==> src/bcm_pkg.sv <==
// Shared constants, register map and enumerations of the background configuration CRC monitor.
package bcm_pkg;

  // ==========================================================================
  // Register map, byte addresses on the Wishbone bus
  // ==========================================================================
  localparam int         ADR_W        = 8;
  localparam int         DAT_W        = 32;
  localparam logic [7:0] REG_CTRL     = 8'h00;
  localparam logic [7:0] REG_STATUS   = 8'h04;
  localparam logic [7:0] REG_GOLDEN   = 8'h08;
  localparam logic [7:0] REG_LASTCRC  = 8'h0C;

  // ==========================================================================
  // Control register fields
  // ==========================================================================
  localparam int          CTRL_EN_BIT     = 0;
  localparam int          CTRL_ECCONLY_BIT = 1;
  localparam int          CTRL_RATE_LSB   = 8;
  localparam int          CTRL_RATE_W     = 8;
  localparam logic [7:0]  RATE_RESET      = 8'h04;
  localparam logic [31:0] CTRL_MASK       = 32'h0000_FF03;

  // ==========================================================================
  // Status register fields
  // ==========================================================================
  localparam int STS_RUN_BIT     = 0;
  localparam int STS_GOLD_BIT    = 1;
  localparam int STS_MISM_BIT    = 2;
  localparam int STS_REL_BIT     = 3;
  localparam int STS_BLOCK_BIT   = 4;
  localparam int STS_INITPIN_BIT = 5;
  localparam int STS_CLKSRC_LSB  = 8;
  localparam int STS_PASS_LSB    = 16;
  localparam int PASS_W          = 16;

  // ==========================================================================
  // Readback geometry and CRC
  // ==========================================================================
  localparam int          FRAME_W    = 12;
  localparam int          WORD_W     = 7;
  localparam logic [11:0] LAST_FRAME = 12'h0FF;
  localparam logic [6:0]  LAST_WORD  = 7'h28;
  localparam logic [31:0] CRC_POLY   = 32'h04C1_1DB7;
  localparam logic [31:0] CRC_INIT   = 32'hFFFF_FFFF;
  localparam int          IR_W       = 6;

  // ==========================================================================
  // Enumerations
  // ==========================================================================
  typedef enum logic [2:0] {CLK_NONE, CLK_INTERNAL_CONFIG_ACCESS_PORT, CLK_STARTUP, CLK_MASTER, CLK_SLAVE} bcm_clksrc_e;
  typedef enum logic [1:0] {ST_IDLE, ST_REQ, ST_WAIT} bcm_state_e;

endpackage

==> src/bcm_crc_step.sv <==
// One 32-bit word folded into a running CRC, fully combinational.
`timescale 1ns/10ps
module bcm_crc_step #(
  parameter int          W    = 32,
  parameter logic [31:0] POLY = 32'h04C1_1DB7
) (
  // Running value and word
  input  wire logic [31:0]  crcIn,
  input  wire logic [W-1:0] dataIn,
  // Folded value
  output logic      [31:0]  crcOut
);
  always_comb begin
    logic [31:0] c;
    c = crcIn;
    for (int i = W - 1; i >= 0; i--) begin
      if (c[31] ^ dataIn[i]) begin
        c = {c[30:0], 1'b0} ^ POLY;
      end else begin
        c = {c[30:0], 1'b0};
      end
    end
    crcOut = c;
  end
endmodule

==> src/bcm_monitor.sv <==
// Background configuration CRC monitor with Wishbone control and status registers.
// Contract
// - Background readback runs only while the enable control bit is set.
// - Enabled logic reads configuration memory continuously and computes CRC per pass.
// - First pass result becomes golden; later passes compare against it.
// - Mismatch drives error output high and init pin low, DONE untouched.
// - Frame-check-only option keeps init pin out of error reporting.
// - Error flag holds until next comparison or new golden value.
// - Any user, JTAG or persist access halts checking and clears error.
// - Checking resumes by itself once that access ends.
// - Release command resets the checker and clears golden-valid, error flag and pass count; it sets the released flag.
// - Configuration JTAG instructions in the IR block the checker.
// - LUT memory and reconfig-port bits masked; block RAM words skipped.
// - Checking starts only after DONE high and interface released.
// - Check clock chosen: access port, startup clock, master, slave pin.
// - JTAG-only mode supplies no check clock, so nothing advances.
// - JTAG takes the configuration bus at once, preempting the checker.
// - Golden-recalculation command makes the next pass the new golden.
`timescale 1ns/10ps
module bcm_monitor #(
  // Instruction codes that claim the configuration logic; defaults are arbitrary.
  parameter logic [5:0] IR_CFG_LOAD   = 6'h05,
  parameter logic [5:0] IR_CFG_READ   = 6'h04,
  parameter logic [5:0] IR_ISP_ENABLE = 6'h10
) (
  // Clock and reset
  input  wire logic                      clk,
  input  wire logic                      srst,
  // Wishbone slave
  input  wire logic                      wbCyc,
  input  wire logic                      wbStb,
  input  wire logic                      wbWe,
  input  wire logic [bcm_pkg::ADR_W-1:0] wbAdr,
  input  wire logic [3:0]                wbSel,
  input  wire logic [bcm_pkg::DAT_W-1:0] wbDatI,
  output logic      [bcm_pkg::DAT_W-1:0] wbDatO_r,
  output logic                           wbAck_r,
  // Device options
  input  wire logic                      icapPresent,
  input  wire logic                      startupPresent,
  input  wire logic                      masterMode,
  input  wire logic                      slaveMode,
  // Candidate check clocks and DONE, all from outside this clock domain
  input  wire logic                      icapClkIn,
  input  wire logic                      userConfigClockOut,
  input  wire logic                      configClockPin,
  input  wire logic                      doneIn,
  // Configuration events and access levels
  input  wire logic                      releaseConfigCommand,
  input  wire logic                      cfgSyncSeen,
  input  wire logic                      goldenRecalcCommand,
  input  wire logic                      icapAccess,
  input  wire logic                      jtagAccess,
  input  wire logic                      persistAccess,
  input  wire logic [bcm_pkg::IR_W-1:0]  jtagIr,
  // Configuration memory readback
  output logic                           rbReq_r,
  output logic      [bcm_pkg::FRAME_W-1:0] rbFrame_r,
  output logic      [bcm_pkg::WORD_W-1:0]  rbWord_r,
  input  wire logic                      rbAck,
  input  wire logic [31:0]               rbData,
  input  wire logic [31:0]               rbMaskBits,
  input  wire logic                      rbSkip,
  // Error reporting
  output logic                           crcError_r,
  input  wire logic                      initIn,
  output logic                           initOut_r,
  output logic                           initOeN_r
);
  import bcm_pkg::*;

  // ==========================================================================
  // Input synchronisers and edge detection
  // ==========================================================================
  logic [4:0] syncA_r;
  logic [4:0] syncB_r;
  logic [4:0] syncC_r;
  logic [4:0] pinRise;

  always_ff @(posedge clk) begin
    if (srst) begin
      syncA_r <= 5'h00;
      syncB_r <= 5'h00;
      syncC_r <= 5'h00;
    end else begin
      syncA_r <= {initIn, doneIn, configClockPin, userConfigClockOut, icapClkIn};
      syncB_r <= syncA_r;
      syncC_r <= syncB_r;
    end
  end
  assign pinRise = syncB_r & ~syncC_r;

  // ==========================================================================
  // Control registers
  // ==========================================================================
  logic                   ctrlEn_r;
  logic                   ctrlEccOnly_r;
  logic [CTRL_RATE_W-1:0] ctrlRate_r;
  logic                   wbHit;
  logic                   wbWrite;

  assign wbHit   = wbCyc & wbStb & ~wbAck_r;
  assign wbWrite = wbHit & wbWe & (wbAdr == REG_CTRL);

  always_ff @(posedge clk) begin
    if (srst) begin
      ctrlEn_r      <= 1'b0;
      ctrlEccOnly_r <= 1'b0;
      ctrlRate_r    <= RATE_RESET;
    end else if (wbWrite) begin
      if (wbSel[0]) begin
        ctrlEn_r      <= wbDatI[CTRL_EN_BIT];
        ctrlEccOnly_r <= wbDatI[CTRL_ECCONLY_BIT];
      end
      if (wbSel[1]) begin
        ctrlRate_r <= wbDatI[CTRL_RATE_LSB +: CTRL_RATE_W];
      end
    end
  end

  // ==========================================================================
  // Check clock selection
  // ==========================================================================
  bcm_clksrc_e            clkSrc;
  logic [CTRL_RATE_W-1:0] divCnt_r;
  logic                   masterTick_r;
  logic                   checkTick;

  always_comb begin
    if (icapPresent) begin
      clkSrc = CLK_INTERNAL_CONFIG_ACCESS_PORT;
    end else if (startupPresent) begin
      clkSrc = CLK_STARTUP;
    end else if (masterMode) begin
      clkSrc = CLK_MASTER;
    end else if (slaveMode) begin
      clkSrc = CLK_SLAVE;
    end else begin
      clkSrc = CLK_NONE;
    end
  end

  // The master clock is modelled as a divider so its rate follows the rate field.
  always_ff @(posedge clk) begin
    if (srst) begin
      divCnt_r     <= '0;
      masterTick_r <= 1'b0;
    end else if (divCnt_r >= ctrlRate_r) begin
      divCnt_r     <= '0;
      masterTick_r <= 1'b1;
    end else begin
      divCnt_r     <= divCnt_r + 8'h01;
      masterTick_r <= 1'b0;
    end
  end

  always_comb begin
    case (clkSrc)
      CLK_INTERNAL_CONFIG_ACCESS_PORT:    checkTick = pinRise[0];
      CLK_STARTUP: checkTick = pinRise[1];
      CLK_MASTER:  checkTick = masterTick_r;
      CLK_SLAVE:   checkTick = pinRise[2];
      default:     checkTick = 1'b0;
    endcase
  end

  // ==========================================================================
  // Access arbitration
  // ==========================================================================
  logic released_r;
  logic irCfg;
  logic haltAccess;
  logic allowed;

  // A fresh configuration session takes the interface until it is released again.
  always_ff @(posedge clk) begin
    if (srst) begin
      released_r <= 1'b0;
    end else if (releaseConfigCommand) begin
      released_r <= 1'b1;
    end else if (cfgSyncSeen) begin
      released_r <= 1'b0;
    end
  end

  assign irCfg      = (jtagIr == IR_CFG_LOAD) | (jtagIr == IR_CFG_READ) | (jtagIr == IR_ISP_ENABLE);
  assign haltAccess = icapAccess | jtagAccess | persistAccess | irCfg;
  assign allowed    = ctrlEn_r & syncB_r[3] & released_r & ~haltAccess;

  // ==========================================================================
  // Readback walker
  // ==========================================================================
  bcm_state_e  state_r;
  logic [31:0] crcAcc_r;
  logic [31:0] crcFold;
  logic [31:0] crcNext;
  logic        passDone_r;
  logic [31:0] passCrc_r;
  logic        lastWord;

  bcm_crc_step #(
    .W    (32),
    .POLY (CRC_POLY)
  ) uCrcStep (
    .crcIn  (crcAcc_r),
    .dataIn (rbData & ~rbMaskBits),
    .crcOut (crcFold)
  );

  assign crcNext  = rbSkip ? crcAcc_r : crcFold;
  assign lastWord = (rbFrame_r == LAST_FRAME) & (rbWord_r == LAST_WORD);

  // Dropping the request on halt hands the bus back at once; a pending read is abandoned.
  always_ff @(posedge clk) begin
    if (srst | releaseConfigCommand | ~allowed) begin
      state_r   <= ST_IDLE;
      rbReq_r   <= 1'b0;
      rbFrame_r <= '0;
      rbWord_r  <= '0;
      crcAcc_r  <= CRC_INIT;
    end else begin
      case (state_r)
        ST_IDLE: begin
          state_r <= ST_REQ;
        end
        ST_REQ: begin
          if (checkTick) begin
            rbReq_r <= 1'b1;
            state_r <= ST_WAIT;
          end
        end
        ST_WAIT: begin
          if (rbAck) begin
            rbReq_r <= 1'b0;
            state_r <= ST_REQ;
            if (lastWord) begin
              rbFrame_r <= '0;
              rbWord_r  <= '0;
              crcAcc_r  <= CRC_INIT;
            end else if (rbWord_r == LAST_WORD) begin
              rbFrame_r <= rbFrame_r + 12'h001;
              rbWord_r  <= '0;
              crcAcc_r  <= crcNext;
            end else begin
              rbWord_r <= rbWord_r + 7'h01;
              crcAcc_r <= crcNext;
            end
          end
        end
        default: begin
          state_r <= ST_IDLE;
        end
      endcase
    end
  end

  always_ff @(posedge clk) begin
    if (srst | releaseConfigCommand | ~allowed) begin
      passDone_r <= 1'b0;
      passCrc_r  <= '0;
    end else begin
      passDone_r <= (state_r == ST_WAIT) & rbAck & lastWord;
      if ((state_r == ST_WAIT) & rbAck & lastWord) begin
        passCrc_r <= crcNext;
      end
    end
  end

  // ==========================================================================
  // Golden value and mismatch flag
  // ==========================================================================
  logic [31:0]       golden_r;
  logic              goldValid_r;
  logic              recalcPend_r;
  logic              newGold;
  logic              mismSet;
  logic [PASS_W-1:0] passCount_r;
  logic [31:0]       lastCrc_r;

  assign newGold = passDone_r & (~goldValid_r | recalcPend_r);
  assign mismSet = passDone_r & goldValid_r & ~recalcPend_r & (passCrc_r != golden_r);

  always_ff @(posedge clk) begin
    if (srst | releaseConfigCommand) begin
      golden_r    <= '0;
      goldValid_r <= 1'b0;
    end else if (newGold) begin
      golden_r    <= passCrc_r;
      goldValid_r <= 1'b1;
    end
  end

  always_ff @(posedge clk) begin
    if (srst) begin
      recalcPend_r <= 1'b0;
    end else if (goldenRecalcCommand) begin
      recalcPend_r <= 1'b1;
    end else if (newGold | releaseConfigCommand) begin
      recalcPend_r <= 1'b0;
    end
  end

  // A new mismatch wins over any clear arriving in the same cycle.
  always_ff @(posedge clk) begin
    if (srst) begin
      crcError_r <= 1'b0;
    end else if (mismSet) begin
      crcError_r <= 1'b1;
    end else if (releaseConfigCommand | haltAccess | newGold | passDone_r) begin
      crcError_r <= 1'b0;
    end
  end

  // The init pin is open drain: only ever pulled low, DONE is never touched here.
  always_ff @(posedge clk) begin
    if (srst) begin
      initOut_r <= 1'b0;
      initOeN_r <= 1'b1;
    end else begin
      initOut_r <= 1'b0;
      initOeN_r <= ~(crcError_r & ~ctrlEccOnly_r);
    end
  end

  always_ff @(posedge clk) begin
    if (srst | releaseConfigCommand) begin
      passCount_r <= '0;
      lastCrc_r   <= '0;
    end else if (passDone_r) begin
      passCount_r <= passCount_r + 16'h0001;
      lastCrc_r   <= passCrc_r;
    end
  end

  // ==========================================================================
  // Wishbone read path and acknowledge
  // ==========================================================================
  logic [31:0] statusWord;

  always_comb begin
    statusWord = '0;
    statusWord[STS_RUN_BIT]     = (state_r != ST_IDLE);
    statusWord[STS_GOLD_BIT]    = goldValid_r;
    statusWord[STS_MISM_BIT]    = crcError_r;
    statusWord[STS_REL_BIT]     = released_r;
    statusWord[STS_BLOCK_BIT]   = haltAccess;
    statusWord[STS_INITPIN_BIT] = syncB_r[4];
    statusWord[STS_CLKSRC_LSB +: 3]     = clkSrc;
    statusWord[STS_PASS_LSB +: PASS_W]  = passCount_r;
  end

  // Unmapped addresses are acknowledged and read as zero.
  always_ff @(posedge clk) begin
    if (srst) begin
      wbAck_r  <= 1'b0;
      wbDatO_r <= '0;
    end else begin
      wbAck_r <= wbHit;
      if (wbHit) begin
        case (wbAdr)
          REG_CTRL:    wbDatO_r <= {16'h0000, ctrlRate_r, 6'h00, ctrlEccOnly_r, ctrlEn_r} & CTRL_MASK;
          REG_STATUS:  wbDatO_r <= statusWord;
          REG_GOLDEN:  wbDatO_r <= golden_r;
          REG_LASTCRC: wbDatO_r <= lastCrc_r;
          default:     wbDatO_r <= '0;
        endcase
      end
    end
  end

  // ==========================================================================
  // Assertions
  // ==========================================================================
  a_disabled_idle: assert property (@(posedge clk) disable iff (srst) !ctrlEn_r |=> !rbReq_r)
    else $error("readback requested while disabled");
  a_golden_latch: assert property (@(posedge clk) disable iff (srst)
    passDone_r && !goldValid_r && !releaseConfigCommand |=> goldValid_r && golden_r == $past(passCrc_r))
    else $error("first pass not latched as golden");
  a_mismatch_flag: assert property (@(posedge clk) disable iff (srst) mismSet |=> crcError_r)
    else $error("mismatch did not raise error");
  a_init_low: assert property (@(posedge clk) disable iff (srst)
    crcError_r && !ctrlEccOnly_r |=> !initOeN_r && !initOut_r)
    else $error("init pin not pulled low on error");
  a_ecc_only: assert property (@(posedge clk) disable iff (srst) ctrlEccOnly_r |=> initOeN_r)
    else $error("init pin driven in frame-check-only mode");
  a_error_hold: assert property (@(posedge clk) disable iff (srst)
    crcError_r && !passDone_r && !haltAccess && !releaseConfigCommand |=> crcError_r)
    else $error("error flag dropped early");
  a_halt_clear: assert property (@(posedge clk) disable iff (srst)
    haltAccess && !mismSet |=> !crcError_r && !rbReq_r)
    else $error("access did not halt checker");
  a_release_reset: assert property (@(posedge clk) disable iff (srst)
    releaseConfigCommand && !mismSet |=> !goldValid_r && !crcError_r && state_r == ST_IDLE)
    else $error("release command did not reset checker");
  a_ir_block: assert property (@(posedge clk) disable iff (srst) irCfg [*2] |-> !rbReq_r)
    else $error("readback ran with configuration instruction loaded");
  a_done_gate: assert property (@(posedge clk) disable iff (srst) !syncB_r[3] |=> !rbReq_r && !passDone_r)
    else $error("readback before DONE");
  a_clock_prio: assert property (@(posedge clk) disable iff (srst)
    icapPresent |-> clkSrc == CLK_INTERNAL_CONFIG_ACCESS_PORT)
    else $error("access port clock not preferred");
  a_no_clock: assert property (@(posedge clk) disable iff (srst)
    clkSrc == CLK_NONE && state_r == ST_REQ |=> !rbReq_r)
    else $error("checker advanced without a clock");
  a_pass_wrap: assert property (@(posedge clk) disable iff (srst)
    passDone_r |-> rbFrame_r == '0 && rbWord_r == '0)
    else $error("pass did not restart at first frame");
  a_resume: assert property (@(posedge clk) disable iff (srst)
    allowed && !releaseConfigCommand && state_r == ST_IDLE ##1 allowed |-> state_r == ST_REQ)
    else $error("checker did not resume");

  c_golden: cover property (@(posedge clk) disable iff (srst) newGold);
  c_mismatch: cover property (@(posedge clk) disable iff (srst) mismSet);
  c_halt_wait: cover property (@(posedge clk) disable iff (srst) state_r == ST_WAIT ##1 haltAccess);
  c_recalc: cover property (@(posedge clk) disable iff (srst) recalcPend_r && passDone_r);
endmodule

==> config.mk <==
export PLATFORM = sky130hd
export DESIGN_NAME = bcm_monitor
export DESIGN_NICKNAME = d
export VERILOG_FILES = /design/src/bcm_pkg.sv /design/src/bcm_crc_step.sv /design/src/bcm_monitor.sv
export SDC_FILE = /design/constraint.sdc
export NUM_CORES = 1
export LEC_CHECK = 0
export BUFFER_PORTS_ARGS = -buffer_cell sky130_fd_sc_hd__buf_2
export CORE_ASPECT_RATIO = 1.1
export CORE_MARGIN = 2
export CORE_UTILIZATION = 40
export CTS_CLUSTER_SIZE = 12
export DETAILED_ROUTE_END_ITERATION = 10
export GPL_ROUTABILITY_DRIVEN = 0
export HOLD_SLACK_MARGIN = 0.12
export PLACE_DENSITY = 0.68
export SETUP_SLACK_MARGIN = 0.15
export SLEW_MARGIN = 15
export SYNTH_ARGS = -nofsm -noshare
export SYNTH_HDL_FRONTEND = slang
export SYNTH_SLANG_ARGS = --single-unit
==> constraint.sdc <==
create_clock -name clk -period 5.5 [get_ports clk]
set_clock_uncertainty 0.05 [all_clocks]
set_input_delay 0.55 -clock clk [delete_from_list [all_inputs] [get_ports clk]]
set_output_delay 0.55 -clock clk [all_outputs]
set_load 0.02 [all_outputs]
==> metrics.txt <==
Layout area overhead 14.09%; final setup vio count 0; Int Power 5.429 mW; Sw Share 40.48%; core area 0.03337 mm²; clk sinks 237; first-pass GRT wire length 53840 µm; Site Rows 70; Via density 5.115; Worst R2R Setup Slack 1.31 ns; Comb pwr share 64.4%; Critical Path Fanout Max 10; WL/cell 16.96 µm; area share of the largest cell type after synthesis 34.82%; f_max 0.2388 GHz; worst hold start userConfigClockOut; Fin Setup TNS 0 ns; Period Utilization, post-route 76.15%; WL final 34210 µm; Post-Route Utilization 46.58%; ys flop type dfxtp_1; Final min period 4.188 ns; Slew @ Worst Pin 1.047 ns; vias in the first global route 9690; CTS tree built; Leak 6.333 nW; overall power 9.121 mW; Max Transition Viols Final 0; IO buf count 166; CTS Hold Bufs 0; drt initial violations 634; commonest non-fill, non-tap cells in the layout dfxtp_1, nor2_1, buf_2; reg2reg end passCrc_r[14]; Critical Path Sink passCrc_r[14]; cell taking the most area after synthesis dfxtp_1; setup repair bufs after CTS 0; Power Density 586.8 mW/mm²; WP data required 5.82 ns; Metal-1 WL 15690 µm; DRC 0; Root Driver clkbuf_16; Hold WS 0.2009 ns; Final Worst Setup Slack 1.312 ns; metal3 WL 1848 µm; total CTS buffers 24; Tightest Hold Check Type in2reg; warnings from Yosys 0; RSZ-0062 raised after global routing false; post-synthesis cell area 0.01363 mm²; Nets 1725; metal2 WL 15890 µm; syn avg cell area 9.423 µm²; drt first pass iters 5; CP startpoint kind flop; Post-Syn Instances 1446; dpl ws 0.9399 ns; initial antenna violation count 0; Top-Level Pins 192; Multi-input gate area 0.008534 mm²; DRT antenna net count 0; Antenna Cells 0; sequential cell area 0.004746 mm²; top post-synthesis cells by area dfxtp_1, xnor2_1, xnor3_1; starting density of the core 40.83%; CTS resizes 0; Fin. Hold Viols 0; worst skew pair latency 0.51 ns; origin of the critical flop-to-flop path crcAcc_r[28]; CTS clk-pin slew, worst paths 0.06 ns; Netlist cell types 55; CTS H-Tree Depth 1; switching power 3.693 mW; total number of vias 10316; reg2reg path depth 10; Highest Signal Layer met4; sequential area share after synthesis 34.82%; Die X 180.0 µm; Clock Path Buffers 3; commonest non-fill, non-tap cell in the layout dfxtp_1; CP startpoint crcAcc_r[28]; status finished, final reports clean; Fill cells 3188; Setup crit end kind flop; Post-synth EDFFs 0; full die area 0.03556 mm²; Seq pwr share 19.0%; Crit Path Class reg2reg; gr usage total 18.82%; Die Y 197.6 µm; Post-synth ARST share 0%; HPWL Detailed 25810 µm; share of cells above drive strength 1 17.92%; Syn Nets 1595; GRT overflow 0; Critical Path AT 4.51 ns; Max-slew headroom 29.87%; FF+latch count, synth 237; max-cap violations 0; Peak supply drop 606.5 µV; Clk pwr share 16.7%; largest net degree at the start of global routing 82
[final cells by class]
type / count / area share, %
multi-input cells: 1115 / 54.90
flip-flops and latches: 237 / 30.53
repair buffers: 182 / 6.117
clock buffers: 35 / 4.588
well taps: 432 / 3.477
inverters: 16 / 0.3863
[routing by layer]
metal | global-route usage, % | vias up
met4 | 4.908 | 0
met5 | 0 | -
met1 | 26.07 | 4836
met2 | 31.66 | 333
met3 | 1.622 | 50
li1 | - | 5097
[how the worst min path moves through the flow]
stage                       endpoint  cells after the start  slack, ns
after floorplan           syncB_r[0]                      1       0.36
after global placement     initOeN_r                      1       0.38
after detailed placement   initOeN_r                      1       0.38
after CTS                 syncA_r[1]                      2       0.19
after global routing      syncA_r[1]                      2       0.21
final                     syncA_r[1]                      2       0.20
[sequential cells by signal, indices dropped and copies added (netlist names), 2 cells and up]
| name | count |
|---|---|
| crcAcc_r | 32 |
| golden_r | 32 |
| ctrlRate_r | 8 |
| rbFrame_r | 12 |
| passCount_r | 16 |
| lastCrc_r | 32 |
| syncC_r | 3 |
| state_r | 2 |
| wbDatO_r | 32 |
| syncA_r | 5 |
| rbWord_r | 7 |
| divCnt_r | 8 |
| syncB_r | 5 |
| passCrc_r | 32 |
[synth_stat cells, types with 7 or more instances]
cell type	number
dfxtp_1	237
nor2_1	173
nand2_1	161
xnor2_1	148
xor2_1	101
a21oi_1	75
clkbuf_1	70
mux2i_1	48
nor2b_1	46
xnor3_1	45
o211ai_1	33
o21ai_0	32
a22oi_1	30
nand2b_1	28
a22o_1	21
mux2_2	19
inv_1	15
xnor2_2	15
ha_1	13
nand3_1	13
nor4_1	12
nand4_1	11
xnor3_2	8
or2_2	7
[worst max-delay path, stage by stage (launching register included)]
cell and delay (ns):
dfxtp_1 0.40, xnor2_4 0.52, xor3_2 0.53, xnor2_1 0.39
xor3_1 0.58, xor2_1 0.43, xnor2_1 0.28, xnor3_1 0.41
xor2_1 0.17, o211ai_1 0.20, a21oi_1 0.09
[per-stage QoR]
step / cell area (µm²) / instances
after floorplan: 13630 / 1446
after global placement: 14830 / 1982
after detailed placement: 14830 / 1982
after CTS: 15540 / 2017
after global routing: 15540 / 2017
final: 15540 / 2017
[power groups by stage]
stage / Sequential, mW / Combinational [mW] / Clock, mW
after global placement: 1.77 / 5.77 / 0
after floorplan: 1.77 / 4.70 / 0
after global routing: 1.73 / 6.25 / 1.63
after CTS: 1.73 / 5.86 / 1.55
after detailed placement: 1.77 / 5.84 / 0
final: 1.73 / 5.87 / 1.52
[cells by family (layout without fill, tap and decap cells)]
kind of cell             count (synthesis)  in the layout  share of synthesized area [%]
AO/OA/AOI/OAI                          211            211                          9.780
XOR/XNOR                               333            333                          29.51
adder cells (fa/ha/maj)                 13             13                          1.194
buffers and inverters                   94            233                          2.645
flip-flops                             237            237                          34.82
multiplexers                            71             71                          5.758
other                                    1              1                        0.02752
AND/OR/NAND/NOR                        486            486                          16.26
Note: power is estimated with default switching activity, not from simulation.
